## src/shared/scg_map.vh

```
// register map, field positions and reset values of the unit clock gating block
`ifndef SCG_MAP_VH
`define SCG_MAP_VH

`define SCG_SYS_CTRL_BASE   32'h400F_E000
`define SCG_OFS_RUN_GATE    12'h104
`define SCG_OFS_SLEEP_GATE  12'h114
`define SCG_OFS_DEEP_GATE   12'h124
`define SCG_OFS_RUN_CFG     12'h200
`define SCG_OFS_INT_STATUS  12'h210
`define SCG_OFS_INT_MASK    12'h214

`define SCG_POS_ASYNC_A     0
`define SCG_POS_ASYNC_B     1
`define SCG_POS_SYNC_SER    4
`define SCG_POS_QUAD_DEC    8
`define SCG_POS_GP_A        16
`define SCG_POS_GP_B        17
`define SCG_POS_GP_C        18
`define SCG_POS_COMPARATOR_ZERO_GATE       24
`define SCG_POS_AUTO_GATE   0

`define SCG_UNIT_COUNT      8
`define SCG_UNIT_POS(i) ((i)==0 ? `SCG_POS_ASYNC_A : (i)==1 ? `SCG_POS_ASYNC_B : \
	(i)==2 ? `SCG_POS_SYNC_SER : (i)==3 ? `SCG_POS_QUAD_DEC : (i)==4 ? `SCG_POS_GP_A : \
	(i)==5 ? `SCG_POS_GP_B : (i)==6 ? `SCG_POS_GP_C : `SCG_POS_COMPARATOR_ZERO_GATE)

`define SCG_GATE_WMASK      32'h0107_0113
`define SCG_CFG_WMASK       32'h0000_0001
`define SCG_GATE_RESET      32'h0000_0000
`define SCG_CFG_RESET       32'h0000_0000

`define SCG_RESP_OKAY       2'h0
`define SCG_RESP_SLVERR     2'h2

`endif

```

## src/hw/scg_clock_gate.v

```verilog
// unit clock gating registers with avalon-mm slave, fault answer and interrupt
`timescale 1ns/1ps
`default_nettype none
`include "scg_map.vh"

module scg_clock_gate (
	// clock and reset
	input  wire        sys_clk,
	input  wire        rst_n,
	// avalon-mm slave
	input  wire [11:0] avs_address,
	input  wire        avs_read,
	input  wire        avs_write,
	input  wire [3:0]  avs_byteenable,
	input  wire [31:0] avs_writedata,
	output reg  [31:0] avs_readdata,
	output reg  [1:0]  avs_response,
	output wire        avs_waitrequest,
	// power state from the processor
	input  wire        sleepMode,
	input  wire        deepSleepMode,
	// peripheral access check
	input  wire        perReq,
	input  wire [2:0]  perUnit,
	output wire        perFault,
	// unit clock enables
	output reg  [7:0]  unitClkEn,
	// interrupt
	output wire        irq
);

	////////////////////////////////////////////////////////////////////////////
	reg  [31:0] runGate_q;
	reg  [31:0] sleepGate_q;
	reg  [31:0] deepGate_q;
	reg  [31:0] runCfg_q;
	reg  [31:0] intStatus_q;
	reg  [31:0] intMask_q;
	reg         ack_q;
	reg  [31:0] rdData_d;
	reg         hitMap_d;
	reg  [31:0] faultSet_d;
	reg  [31:0] beMask_d;
	wire [7:0]  unitEnD;
	wire [7:0]  faultHit;
	wire        busReq;
	wire        wrTake;
	wire [11:0] wordAddr;
	integer     k;

	assign busReq          = avs_read | avs_write;
	// one wait state per access; read data is formed in the first cycle
	assign avs_waitrequest = busReq & ~ack_q;
	assign wrTake          = avs_write & ack_q;
	assign wordAddr        = {avs_address[11:2], 2'b00};

	always @(posedge sys_clk) begin
		if (!rst_n)
			ack_q <= 1'b0;
		else
			ack_q <= busReq & ~ack_q;
	end

	////////////////////////////////////////////////////////////////////////////
	// byte enables and read decode
	always @* begin
		beMask_d = {{8{avs_byteenable[3]}}, {8{avs_byteenable[2]}},
		            {8{avs_byteenable[1]}}, {8{avs_byteenable[0]}}};
		hitMap_d = 1'b1;
		case (wordAddr)
			`SCG_OFS_RUN_GATE:   rdData_d = runGate_q;
			`SCG_OFS_SLEEP_GATE: rdData_d = sleepGate_q;
			`SCG_OFS_DEEP_GATE:  rdData_d = deepGate_q;
			`SCG_OFS_RUN_CFG:    rdData_d = runCfg_q;
			`SCG_OFS_INT_STATUS: rdData_d = intStatus_q;
			`SCG_OFS_INT_MASK:   rdData_d = intMask_q;
			default: begin
				rdData_d = 32'h0000_0000;
				hitMap_d = 1'b0;
			end
		endcase
	end

	always @(posedge sys_clk) begin
		if (!rst_n) begin
			avs_readdata <= 32'h0000_0000;
			avs_response <= `SCG_RESP_OKAY;
		end else if (busReq & ~ack_q) begin
			avs_readdata <= avs_read ? rdData_d : 32'h0000_0000;
			avs_response <= hitMap_d ? `SCG_RESP_OKAY : `SCG_RESP_SLVERR;
		end
	end

	////////////////////////////////////////////////////////////////////////////
	// gating words, mask and run config; only the eight unit bits (run config: bit 0) are storable, the rest read zero
	always @(posedge sys_clk) begin
		if (!rst_n) begin
			runGate_q   <= `SCG_GATE_RESET;
			sleepGate_q <= `SCG_GATE_RESET;
			deepGate_q  <= `SCG_GATE_RESET;
			runCfg_q    <= `SCG_CFG_RESET;
			intMask_q   <= `SCG_GATE_RESET;
		end else if (wrTake) begin
			case (wordAddr)
				`SCG_OFS_RUN_GATE:
					runGate_q <= (runGate_q & ~beMask_d) |
					             (avs_writedata & beMask_d & `SCG_GATE_WMASK);
				`SCG_OFS_SLEEP_GATE:
					sleepGate_q <= (sleepGate_q & ~beMask_d) |
					               (avs_writedata & beMask_d & `SCG_GATE_WMASK);
				`SCG_OFS_DEEP_GATE:
					deepGate_q <= (deepGate_q & ~beMask_d) |
					              (avs_writedata & beMask_d & `SCG_GATE_WMASK);
				`SCG_OFS_RUN_CFG:
					runCfg_q <= (runCfg_q & ~beMask_d) |
					            (avs_writedata & beMask_d & `SCG_CFG_WMASK);
				`SCG_OFS_INT_MASK:
					intMask_q <= (intMask_q & ~beMask_d) |
					             (avs_writedata & beMask_d & `SCG_GATE_WMASK);
				default: begin
				end
			endcase
		end
	end

	////////////////////////////////////////////////////////////////////////////
	// enable selection and fault check
	scg_gate_select u_select (
		.runGate       (runGate_q),
		.sleepGate     (sleepGate_q),
		.deepGate      (deepGate_q),
		.autoGate      (runCfg_q[`SCG_POS_AUTO_GATE]),
		.sleepMode     (sleepMode),
		.deepSleepMode (deepSleepMode),
		.unitEnD       (unitEnD)
	);

	// registered so that every unit sees a glitch-free enable
	always @(posedge sys_clk) begin
		if (!rst_n)
			unitClkEn <= 8'h00;
		else
			unitClkEn <= unitEnD;
	end

	scg_fault_check u_fault (
		.perReq   (perReq),
		.perUnit  (perUnit),
		.unitEn   (unitClkEn),
		.perFault (perFault),
		.faultHit (faultHit)
	);

	////////////////////////////////////////////////////////////////////////////
	// fault events, sticky at the unit's bit position, write one to clear
	always @* begin
		faultSet_d = 32'h0000_0000;
		for (k = 0; k < `SCG_UNIT_COUNT; k = k + 1)
			faultSet_d[`SCG_UNIT_POS(k)] = faultHit[k];
	end

	// a fault in the clearing cycle survives: set wins over clear
	always @(posedge sys_clk) begin
		if (!rst_n)
			intStatus_q <= `SCG_GATE_RESET;
		else if (wrTake && wordAddr == `SCG_OFS_INT_STATUS)
			intStatus_q <= (intStatus_q & ~(avs_writedata & beMask_d)) | faultSet_d;
		else
			intStatus_q <= intStatus_q | faultSet_d;
	end

	assign irq = |(intStatus_q & intMask_q);

endmodule // scg_clock_gate
`default_nettype wire

```

## src/hw/scg_fault_check.v

```verilog
// bus fault decision for accesses aimed at gated units
`timescale 1ns/1ps
`default_nettype none
`include "scg_map.vh"

module scg_fault_check (
	// peripheral access
	input  wire       perReq,
	input  wire [2:0] perUnit,
	// current enables
	input  wire [7:0] unitEn,
	// answers
	output wire       perFault,
	output wire [7:0] faultHit
);

	genvar i;
	generate
		for (i = 0; i < `SCG_UNIT_COUNT; i = i + 1) begin : g_unit
			localparam [2:0] U = i;
			// an unclocked unit cannot complete, so the access faults
			assign faultHit[i] = perReq & (perUnit == U) & ~unitEn[i];
		end
	endgenerate

	assign perFault = |faultHit;

endmodule // scg_fault_check
`default_nettype wire

```

## src/hw/scg_gate_select.v

```verilog
// per-unit choice of the clock enable from the run, sleep and deep-sleep gating words
`timescale 1ns/1ps
`default_nettype none
`include "scg_map.vh"

module scg_gate_select (
	// gating words
	input  wire [31:0] runGate,
	input  wire [31:0] sleepGate,
	input  wire [31:0] deepGate,
	// power state
	input  wire        autoGate,
	input  wire        sleepMode,
	input  wire        deepSleepMode,
	// chosen enables
	output wire [7:0]  unitEnD
);

	wire useSleep;
	wire useDeep;

	// sleep words apply only with automatic gating chosen
	assign useDeep  = autoGate & deepSleepMode;
	assign useSleep = autoGate & sleepMode & ~deepSleepMode;

	genvar i;
	generate
		for (i = 0; i < `SCG_UNIT_COUNT; i = i + 1) begin : g_unit
			localparam integer P = `SCG_UNIT_POS(i);
			assign unitEnD[i] = useDeep  ? deepGate[P] :
			                    useSleep ? sleepGate[P] : runGate[P];
		end
	endgenerate

endmodule // scg_gate_select
`default_nettype wire

```

## config.mk

```make
export PLATFORM = sky130hd
export DESIGN_NAME = scg_clock_gate
export DESIGN_NICKNAME = d
export VERILOG_FILES = /design/src/hw/scg_clock_gate.v /design/src/hw/scg_fault_check.v /design/src/hw/scg_gate_select.v
export VERILOG_INCLUDE_DIRS = /design/src /design/src/shared
export SDC_FILE = /design/constraint.sdc
export NUM_CORES = 1
export LEC_CHECK = 0
export BUFFER_PORTS_ARGS = -buffer_cell sky130_fd_sc_hd__buf_4
export CAP_MARGIN = 25
export CORE_MARGIN = 8
export CORE_UTILIZATION = 35
export CTS_CLUSTER_DIAMETER = 80
export DETAILED_ROUTE_END_ITERATION = 8
export GPL_ROUTABILITY_DRIVEN = 0
export HOLD_SLACK_MARGIN = 0.02
export SYNTH_ARGS = -nofsm -noshare
export SYNTH_HDL_FRONTEND = slang
export SYNTH_SLANG_ARGS = --single-unit
export TNS_END_PERCENT = 50
```

## constraint.sdc

```tcl
create_clock -name sys_clk -period 2.9 [get_ports sys_clk]
set_input_delay 0.145 -clock sys_clk [delete_from_list [all_inputs] [get_ports sys_clk]]
set_output_delay 0.145 -clock sys_clk [all_outputs]
set_load 0.02 [all_outputs]
```

== Yosys cells after proc, flatten, opt, wreduce, memory -nomap -nowiden ==
Cells that the tools add are included.

* Register bits: 235
* Input port bits: 58
* Output and inout bits: 45

* Equality and inequality tests: 13
* Multiplexer cells: 21
* Bitwise gates (word level): 49
* Reduce and logical (&&, ||, !) cells: 10

{| class="wikitable"
|+ Operators by type and width
! operator !! number
|-
| 32-bit AND || 8
|-
| 32-bit by 25-bit bitwise OR with 32-bit output || 6
|-
| 32-bit one-hot mux with 6 select lines || 1
|-
| 32-bit 2-to-1 mux || 2
|-
| 32-bit inverter || 2
|-
| 32-bit by 1-bit bitwise OR with 32-bit output || 1
|-
| 32-bit OR reduction || 1
|-
| 10-bit by 7-bit equality test with 1-bit output, second input constant || 3
|-
| 10-bit by 8-bit equality test with 1-bit output, second input constant || 3
|-
| 1-bit AND || 21
|-
| 1-bit 2-to-1 mux || 17
|-
| 3-bit equality test, second input constant || 4
|-
| 1-bit inverter || 10
|-
| 2-bit AND reduction || 5
|-
| 8-bit OR reduction || 1
|-
| 3-bit by 2-bit equality test with 1-bit output, second input constant || 2
|-
| 6-bit OR reduction || 1
|-
| 3-bit by 1-bit equality test with 1-bit output, second input constant || 1
|-
| 3-bit logical NOT || 1
|-
| 2-bit 2-to-1 mux || 1
|-
| 1-bit logical AND || 1
|-
| 1-bit bitwise OR || 1
|}

== Longest topological paths before layout ==
Gate-level depths: netlist of the first run.

* Depth after elaboration: 5
* Depth in mapped cells: 7
* Depth with buffers taken out: 4

== Hierarchy ==
Synthesis of the first run repeated with hierarchy kept, for this count alone.

* Cell total of the unflattened synthesis: 899
* Area, all modules: 9216.3 um^2

{| class="wikitable"
|+ By module, submodules not included
! module !! instances !! cells each !! area each (um^2) !! seq. area each (um^2)
|-
| scg_clock_gate || 1 || 858 || 8841.0 || 4684.5
|-
| scg_gate_select || 1 || 18 || 206.4 || 0.0
|-
| scg_fault_check || 1 || 23 || 168.9 || 0.0
|}

== Worst setup path before layout of the first run ==
OpenSTA, ideal clock, no wires.

* Path type: in2reg
* Start point: input port avs_address[5]
* End point: register sleepGate_q[2]
* Library setup time: 0.115 ns
* Arrival: 1.415 ns
* Required time: 2.785 ns
* Path slack: 1.369 ns
* Stages on the path: 6
* Path buffers: 2
* Path through: buf_2 -> nor4b_4 -> and4_1 -> buf_2 -> nand2_1 -> and3_1

* Cells in the longest elaborated chain, start to end: 2

{| class="wikitable"
|+ Ends and longest elaborated chain
! what !! RTL line !! text
|-
| start: declaration || scg_clock_gate.v:11 || <nowiki>input wire [11:0] avs_address,</nowiki>
|-
| 10-bit by 7-bit equality test with 1-bit output || scg_clock_gate.v:104 || <nowiki>case (wordAddr)</nowiki>
|-
| 2-bit AND reduction (no line) || n/a ||
|-
| end signal: assignment || scg_clock_gate.v:99 || <nowiki>sleepGate_q <= `SCG_GATE_RESET;</nowiki>
|-
| end signal: assignment || scg_clock_gate.v:109 || <nowiki>sleepGate_q <= (sleepGate_q & ~beMask_d) |</nowiki>
|-
| end: declaration || scg_clock_gate.v:34 || <nowiki>reg [31:0] sleepGate_q;</nowiki>
|}

No other way between the ends.
A chain may end at the register's enable or synchronous reset.

== Worst setup path after layout of the first run ==
* Start point: input port avs_address[8]
* End point: register intStatus_q[15]

* Cells in the longest elaborated chain, start to end: 3

{| class="wikitable"
|+ Ends and longest elaborated chain
! what !! RTL line !! text
|-
| 10-bit by 8-bit equality test with 1-bit output || n/a ||
|-
| 1-bit logical AND (no line) || n/a ||
|-
| 32-bit 2-to-1 mux || scg_clock_gate.v:166 || <nowiki>else if (wrTake && wordAddr == `SCG_OFS_INT_STATUS)</nowiki>
|-
| end signal: assignment || scg_clock_gate.v:165 || <nowiki>intStatus_q <= `SCG_GATE_RESET;</nowiki>
|-
| end signal: assignment || scg_clock_gate.v:167 || <nowiki>intStatus_q <= (intStatus_q & ~(avs_writedata & beMask_d)) | faultSet_d;</nowiki>
|-
| end signal: assignment || scg_clock_gate.v:169 || <nowiki>intStatus_q <= intStatus_q | faultSet_d;</nowiki>
|-
| end: declaration || scg_clock_gate.v:37 || <nowiki>reg [31:0] intStatus_q;</nowiki>
|}

No other way between the ends.

==> results of run 1 <==
[cell usage in the layout, fill, tap and decap left out, types with 47 or more instances in the layout]
master / n
mux2i_1: 87
nand3_1: 80
and3_1: 85
nor2_1: 59
buf_4: 122
a21oi_1: 107
nand2_1: 70
and2_1: 47
dlygate4sd3_1: 48
dfxtp_1: 234
[final cells by class]
cell class / count / area (um^2)
Tap cell: 378 / 473.0
Inverter: 7 / 26.28
Multi-Input combinational cell: 738 / 4692
Fill cell: 2669 / 15400
Timing Repair Buffer: 171 / 1416
Clock buffer: 35 / 713.2
Clock inverter: 8 / 146.4
Sequential cell: 234 / 4684
[routing by layer]
| layer | share of wire [%] | GRT usage, % | vias up |
|---|---|---|---|
| li1 | - | - | 4086 |
| met1 | 47 | 25.17 | 3925 |
| met2 | 44 | 27.71 | 276 |
| met3 | 6.2 | 2.844 | 50 |
| met4 | 3.0 | 6.100 | 0 |
| met5 | 0 | 0 | - |
[worst min-delay path by stage]
stage,start,endpoint,slack (ns)
after floorplan,avs_writedata[23],intStatus_q[23],0.23
after global placement,avs_writedata[22],intStatus_q[22],0.32
after detailed placement,avs_writedata[19],intStatus_q[19],0.32
after CTS,avs_address[2],avs_response[1],0.07
after global routing,avs_address[2],avs_response[1],0.11
final,avs_address[2],avs_response[1],0.09
[Yosys cell counts, types with 2 or more instances]
library cell | instances | area [um^2]
and3_1 | 85 | 531.8
nand3_1 | 80 | 400.4
inv_1 | 6 | 22.52
o221ai_1 | 31 | 271.5
or2_2 | 3 | 18.77
or4_1 | 4 | 30.03
nor2_1 | 60 | 225.2
buf_1 | 7 | 26.28
nor2b_1 | 2 | 12.51
a22oi_1 | 18 | 135.1
nor4_1 | 4 | 25.02
a31oi_1 | 8 | 50.05
nor4_2 | 2 | 25.02
mux2i_1 | 87 | 870.8
nand4_1 | 16 | 100.1
nand2_1 | 70 | 262.8
and2_1 | 47 | 294.0
o21ai_0 | 25 | 125.1
nand3b_1 | 2 | 15.01
mux2_2 | 2 | 22.52
mux4_2 | 2 | 45.04
a211oi_1 | 8 | 60.06
nand2b_1 | 4 | 25.02
and4_1 | 3 | 26.28
buf_2 | 15 | 75.07
a21oi_1 | 107 | 535.5
or3_1 | 7 | 43.79
and4b_1 | 4 | 40.04
dfxtp_1 | 234 | 4684
nor3_1 | 8 | 40.04
clkbuf_1 | 62 | 232.7
o21a_1 | 31 | 232.7
[power breakdown]
part	internal, uW	switching (uW)
clock	2060	1300
combinational	163	261
sequential	3220	12.3
[kinds of logic after synthesis]
logic type             Yosys count  synth area share, %
and+or+nand+nor                411                23.08
AOI/OAI and AO/OA              235                15.13
buffers and inverters           93                3.840
DFF                            234                48.25
other                            1              0.03862
muxes                           91                9.665
[stage by stage]
stage | utilization (%) | setup WS (ns)
after global routing | 44.10 | 0.08244
after global placement | 39.24 | 0.6210
after CTS | 44.10 | 0.2632
after floorplan | - | 1.369
after detailed placement | 39.24 | 0.5964
final | 44.10 | 0.1908
[worst register-to-register path, cell delays in order, from the launching register on]
cell and delay, ns:
dfxtp_1 0.59, and2_0 0.39, and4_1 0.32, and2_1 0.45, a21oi_1 0.14, dlygate4sd3_1 0.58
==> results_dict.tcl, run 1 <==
set metrics [dict create \
    report.final.setup_viol 0 \
    grt_pass1_wl_um 48220 \
    place_inst 1480 \
    worstMarginPinSlew_ns 0.7857 \
    drt_iter0_drc 567 \
    design.core.area_um2 27550 \
    overflow 0 \
    initial_core_util_pct 35.24 \
    dieArea_um2 33330 \
    cp_cell_sequence "dlygate4sd3_1 > buf_4 > nor4b_2 > buf_4 > and4_1 > and2_1 > a21oi_1 > dlygate4sd3_1" \
    drive_gt1_share_pct 15.34 \
    syn_inst 1065 \
    crit_type "in2reg" \
    min_period_over_period_pct 93.42 \
    start_kind "input port" \
    cts_htree_levels 1 \
    fin_crit_ns 2.709 \
    path_buf_inv 4 \
    holdBufCountCts 48 \
    end_kind "flop" \
    area_growth_pct 25.16 \
    grt_use_total_pct 18.00 \
    crit_cells 8 \
    powerDensity_nw_per_um2 577.3 \
    clkSlewWorstSetupHoldPaths_ns 0.06 \
    hpwl_um 21490 \
    maxSlewViolCount 0 \
    synth-edff-count 0 \
    numCtsBuffers 25 \
    drtAntennaViolNets 0 \
    r2r_start "ack_q" \
    drc_errors 0 \
    fin_skew_ns 0.009723 \
    crit_slowest_cell "dlygate4sd3_1" \
    die_y_um 182.6 \
    grt_max_degree 71 \
    status "completed" \
    rsz0062_at_grt "no" \
    critPathMaxStageDelay_ns 0.58 \
    finalHoldViolCount 0 \
    io_pins 103 \
    placed_area_um2 10810 \
    max_freq_mhz 369.1 \
    vias_per_cell 5.307 \
    antenna_found_initial 1 \
    peakVddDrop_uv 349.6 \
    cp_top_family "buffers and inverters" \
    hold_ws_ns 0.08973 \
    io_buffers 99 \
    wl_um 30680 \
    finalPower_uw 7015 \
    crit_required_ns 3.31 \
    startpoint "avs_address[8]" \
    synth_ff_type "dfxtp_1" \
    routed-via-count 8337 \
    crit_end "intStatus_q[15]" \
    reg2reg_depth 5 \
    grt_pass1_vias 8306 \
    ys_async_sr_fraction_pct 0 \
    p_leak_uw 0.005038 \
    design_area_um2 12150 \
    wl_per_cell_um 19.53 \
    cts_tree "built" \
    hold_path_class "in2reg" \
    whs_path_depth 4 \
    netlist_area_um2 9709 \
    cts_max_path_buffers 3 \
    seq_area_frac_synth_pct 48.25 \
    syn_nets 1123 \
    post-cts-setup-buffers 0 \
    post_cts_resized 0 \
    post_synth.cell_area_avg_um2 9.117 \
    drt_pass1_iterations 5 \
    clock-root-buffer "clkbuf_16" \
    cts_sinks 234 \
    rrSetupSlack_ns 0.31 \
    num_rows 61 \
    max_slew_margin_pct 47.48 \
    r2r_end "intStatus_q[15]" \
    cp_max_fo 15 \
    insertion_delay_ns 0.53 \
    drv_cap 0 \
    die_width_um 182.6 \
    instances_no_fill 1571 \
    critPathArrivalTime_ns 3.12 \
    synthDistinctLibCells 53 \
    fin_tns_setup_ns 0 \
    num_antenna_cells 0 \
    yosys_warnings 0 \
    fin_nets 1235 \
    ys_ff_latch 234 \
]
(Power assumes the default switching activity.)
==> inputs of run 2 (changes only) <==
--- a/config.mk
+++ b/config.mk
@@ -14,6 +14,7 @@
 export DETAILED_ROUTE_END_ITERATION = 8
 export GPL_ROUTABILITY_DRIVEN = 0
 export HOLD_SLACK_MARGIN = 0.02
+export PLACE_DENSITY = 0.59
 export SYNTH_ARGS = -nofsm -noshare
 export SYNTH_HDL_FRONTEND = slang
 export SYNTH_SLANG_ARGS = --single-unit
==> run 2 against run 1 <==
Net effect: register-to-register slack better by 0.02 ns; total power down 2.0%; clock skew grew 0.0039 ns; sequential share of layout area up 0.26 points; worst setup slack better by 0.14 ns; largest power group is now registers; via count is 0.44% higher; wire length rose by 1.0%; final cell count shrank 0.38%.
==> results_dict.tcl, run 2 (synthesis gave the netlist of run 1 again) <==
set metrics [dict create \
    status "completed" \
    report.final.setup_viol 0 \
    drv_cap 0 \
    rrSetupSlack_ns 0.33 \
    initial_core_util_pct 35.24 \
    fin_crit_ns 2.570 \
    grt_use_total_pct 18.24 \
    fin_util_pct 43.80 \
    overflow 0 \
    end_kind "flop" \
    clock-root-buffer "clkbuf_16" \
    die_width_um 182.6 \
    r2r_end "intStatus_q[1]" \
    area_growth_pct 24.30 \
    fin_skew_ns 0.01367 \
    min_from "avs_address[2]" \
    io_buffers 99 \
    drive_gt1_share_pct 15.50 \
    hold_end "avs_response[1]" \
    cts_max_path_buffers 3 \
    io_pins 103 \
    cts_htree_levels 1 \
    layout_common_cells "dfxtp_1 (234), buf_4 (122), a21oi_1 (107)" \
    crit_type "reg2reg" \
    drc_errors 0 \
    fillers 2702 \
    peakVddDrop_uv 311.9 \
    post_cts_resized 0 \
    fin_tns_setup_ns 0 \
    cts_sinks 234 \
    critPathArrivalTime_ns 2.97 \
    dieArea_um2 33330 \
    start_kind "flop" \
    drt_iter0_drc 617 \
    powerDensity_nw_per_um2 569.5 \
    fin_nets 1228 \
    placed_area_um2 10830 \
    maxSlewViolCount 0 \
    grt_max_degree 120 \
    wl_um 30980 \
    min_period_over_period_pct 88.63 \
    drt_pass1_iterations 5 \
    whs_path_depth 4 \
    layout_commonest_cell "dfxtp_1" \
    clkSlewWorstSetupHoldPaths_ns 0.06 \
    reg2reg_depth 5 \
    finalHoldViolCount 0 \
    design.core.area_um2 27550 \
    crit_required_ns 3.30 \
    layout_setup_ws_ns 0.3298 \
    cp_max_fo 13 \
    holdBufCountCts 38 \
    hpwl_um 21300 \
    grt_pass1_vias 8328 \
    routed-via-count 8374 \
    worstMarginPinSlew_ns 0.7029 \
    drtAntennaViolNets 0 \
    design_area_um2 12070 \
    grt_pass1_wl_um 48560 \
    hold_path_class "in2reg" \
    finalPower_uw 6873 \
    antenna_found_initial 0 \
    rsz0062_at_grt "no" \
    post-cts-setup-buffers 0 \
    cts_tree "built" \
    num_rows 61 \
    max_slew_margin_pct 52.52 \
    num_antenna_cells 0 \
    insertion_delay_ns 0.53 \
    r2r_start "ack_q" \
    numCtsBuffers 26 \
    die_y_um 182.6 \
    max_freq_mhz 389.1 \
    vias_per_cell 5.351 \
    p_leak_uw 0.004981 \
    dp_slack_ns 0.7354 \
    wl_per_cell_um 19.80 \
]
[run 2: cell types whose count changed in the layout (fill, tap and decap cells not counted), sizes merged]
cell         delta
buf             +2
bufinv          -4
clkbuf          +9
clkinv          -2
dlygate4sd3    -10
inv             -1
[run 2: final cells by class]
| type | instances | area [um^2] | share of cell area [%] |
|---|---|---|---|
| multi-input cells | 738 | 4692 | 38.88 |
| flip-flops and latches | 234 | 4684 | 38.81 |
| repair buffers | 163 | 1356 | 11.24 |
| clock buffers | 44 | 829.5 | 6.873 |
| well taps | 378 | 473.0 | 3.919 |
| inverters | 7 | 26.28 | 0.2177 |
| clock inverters | 1 | 7.507 | 0.06220 |
[run 2: through the flow]
stage,std cells,hold slack [ns]
after global routing,1565,0.09529
after CTS,1564,0.06967
after detailed placement,1481,0.3182
after floorplan,1065,0.2320
after global placement,1481,0.3163
final,1565,0.09165
[run 2: worst max path at each step]
stage	start	end	cells after the start
6_report	ack_q	intStatus_q[1]	5
4_1_cts	ack_q	intStatus_q[0]	5
2_1_floorplan	avs_address[5]	sleepGate_q[2]	6
5_1_grt	ack_q	intStatus_q[1]	5
3_3_place_gp	avs_address[3]	runGate_q[19]	5
3_5_place_dp	avs_address[3]	runGate_q[21]	5
[run 2: where the power goes]
part / switching (uW) / internal [uW] / total (uW) / leakage [uW]
sequential: 12.7 / 3220 / 3230 / 0.00188
clock: 1290 / 1920 / 3210 / 0.000407
combinational: 263 / 166 / 429 / 0.00269
[run 2: critical path: stages, from the launching register on]
cell and delay, ns:
dfxtp_1 0.62, and2_0 0.38, and4_1 0.30, and2_1 0.44, a31oi_1 0.14, dlygate4sd3_1 0.57
[run 2: metal layers]
metal | GRT usage (%) | share of wire (%) | vias up
met5 | 0 | 0 | -
met4 | 5.838 | 2.6 | 0
met3 | 3.361 | 5.9 | 61
met2 | 28.44 | 44 | 245
met1 | 25.06 | 47 | 4001
li1 | - | - | 4067
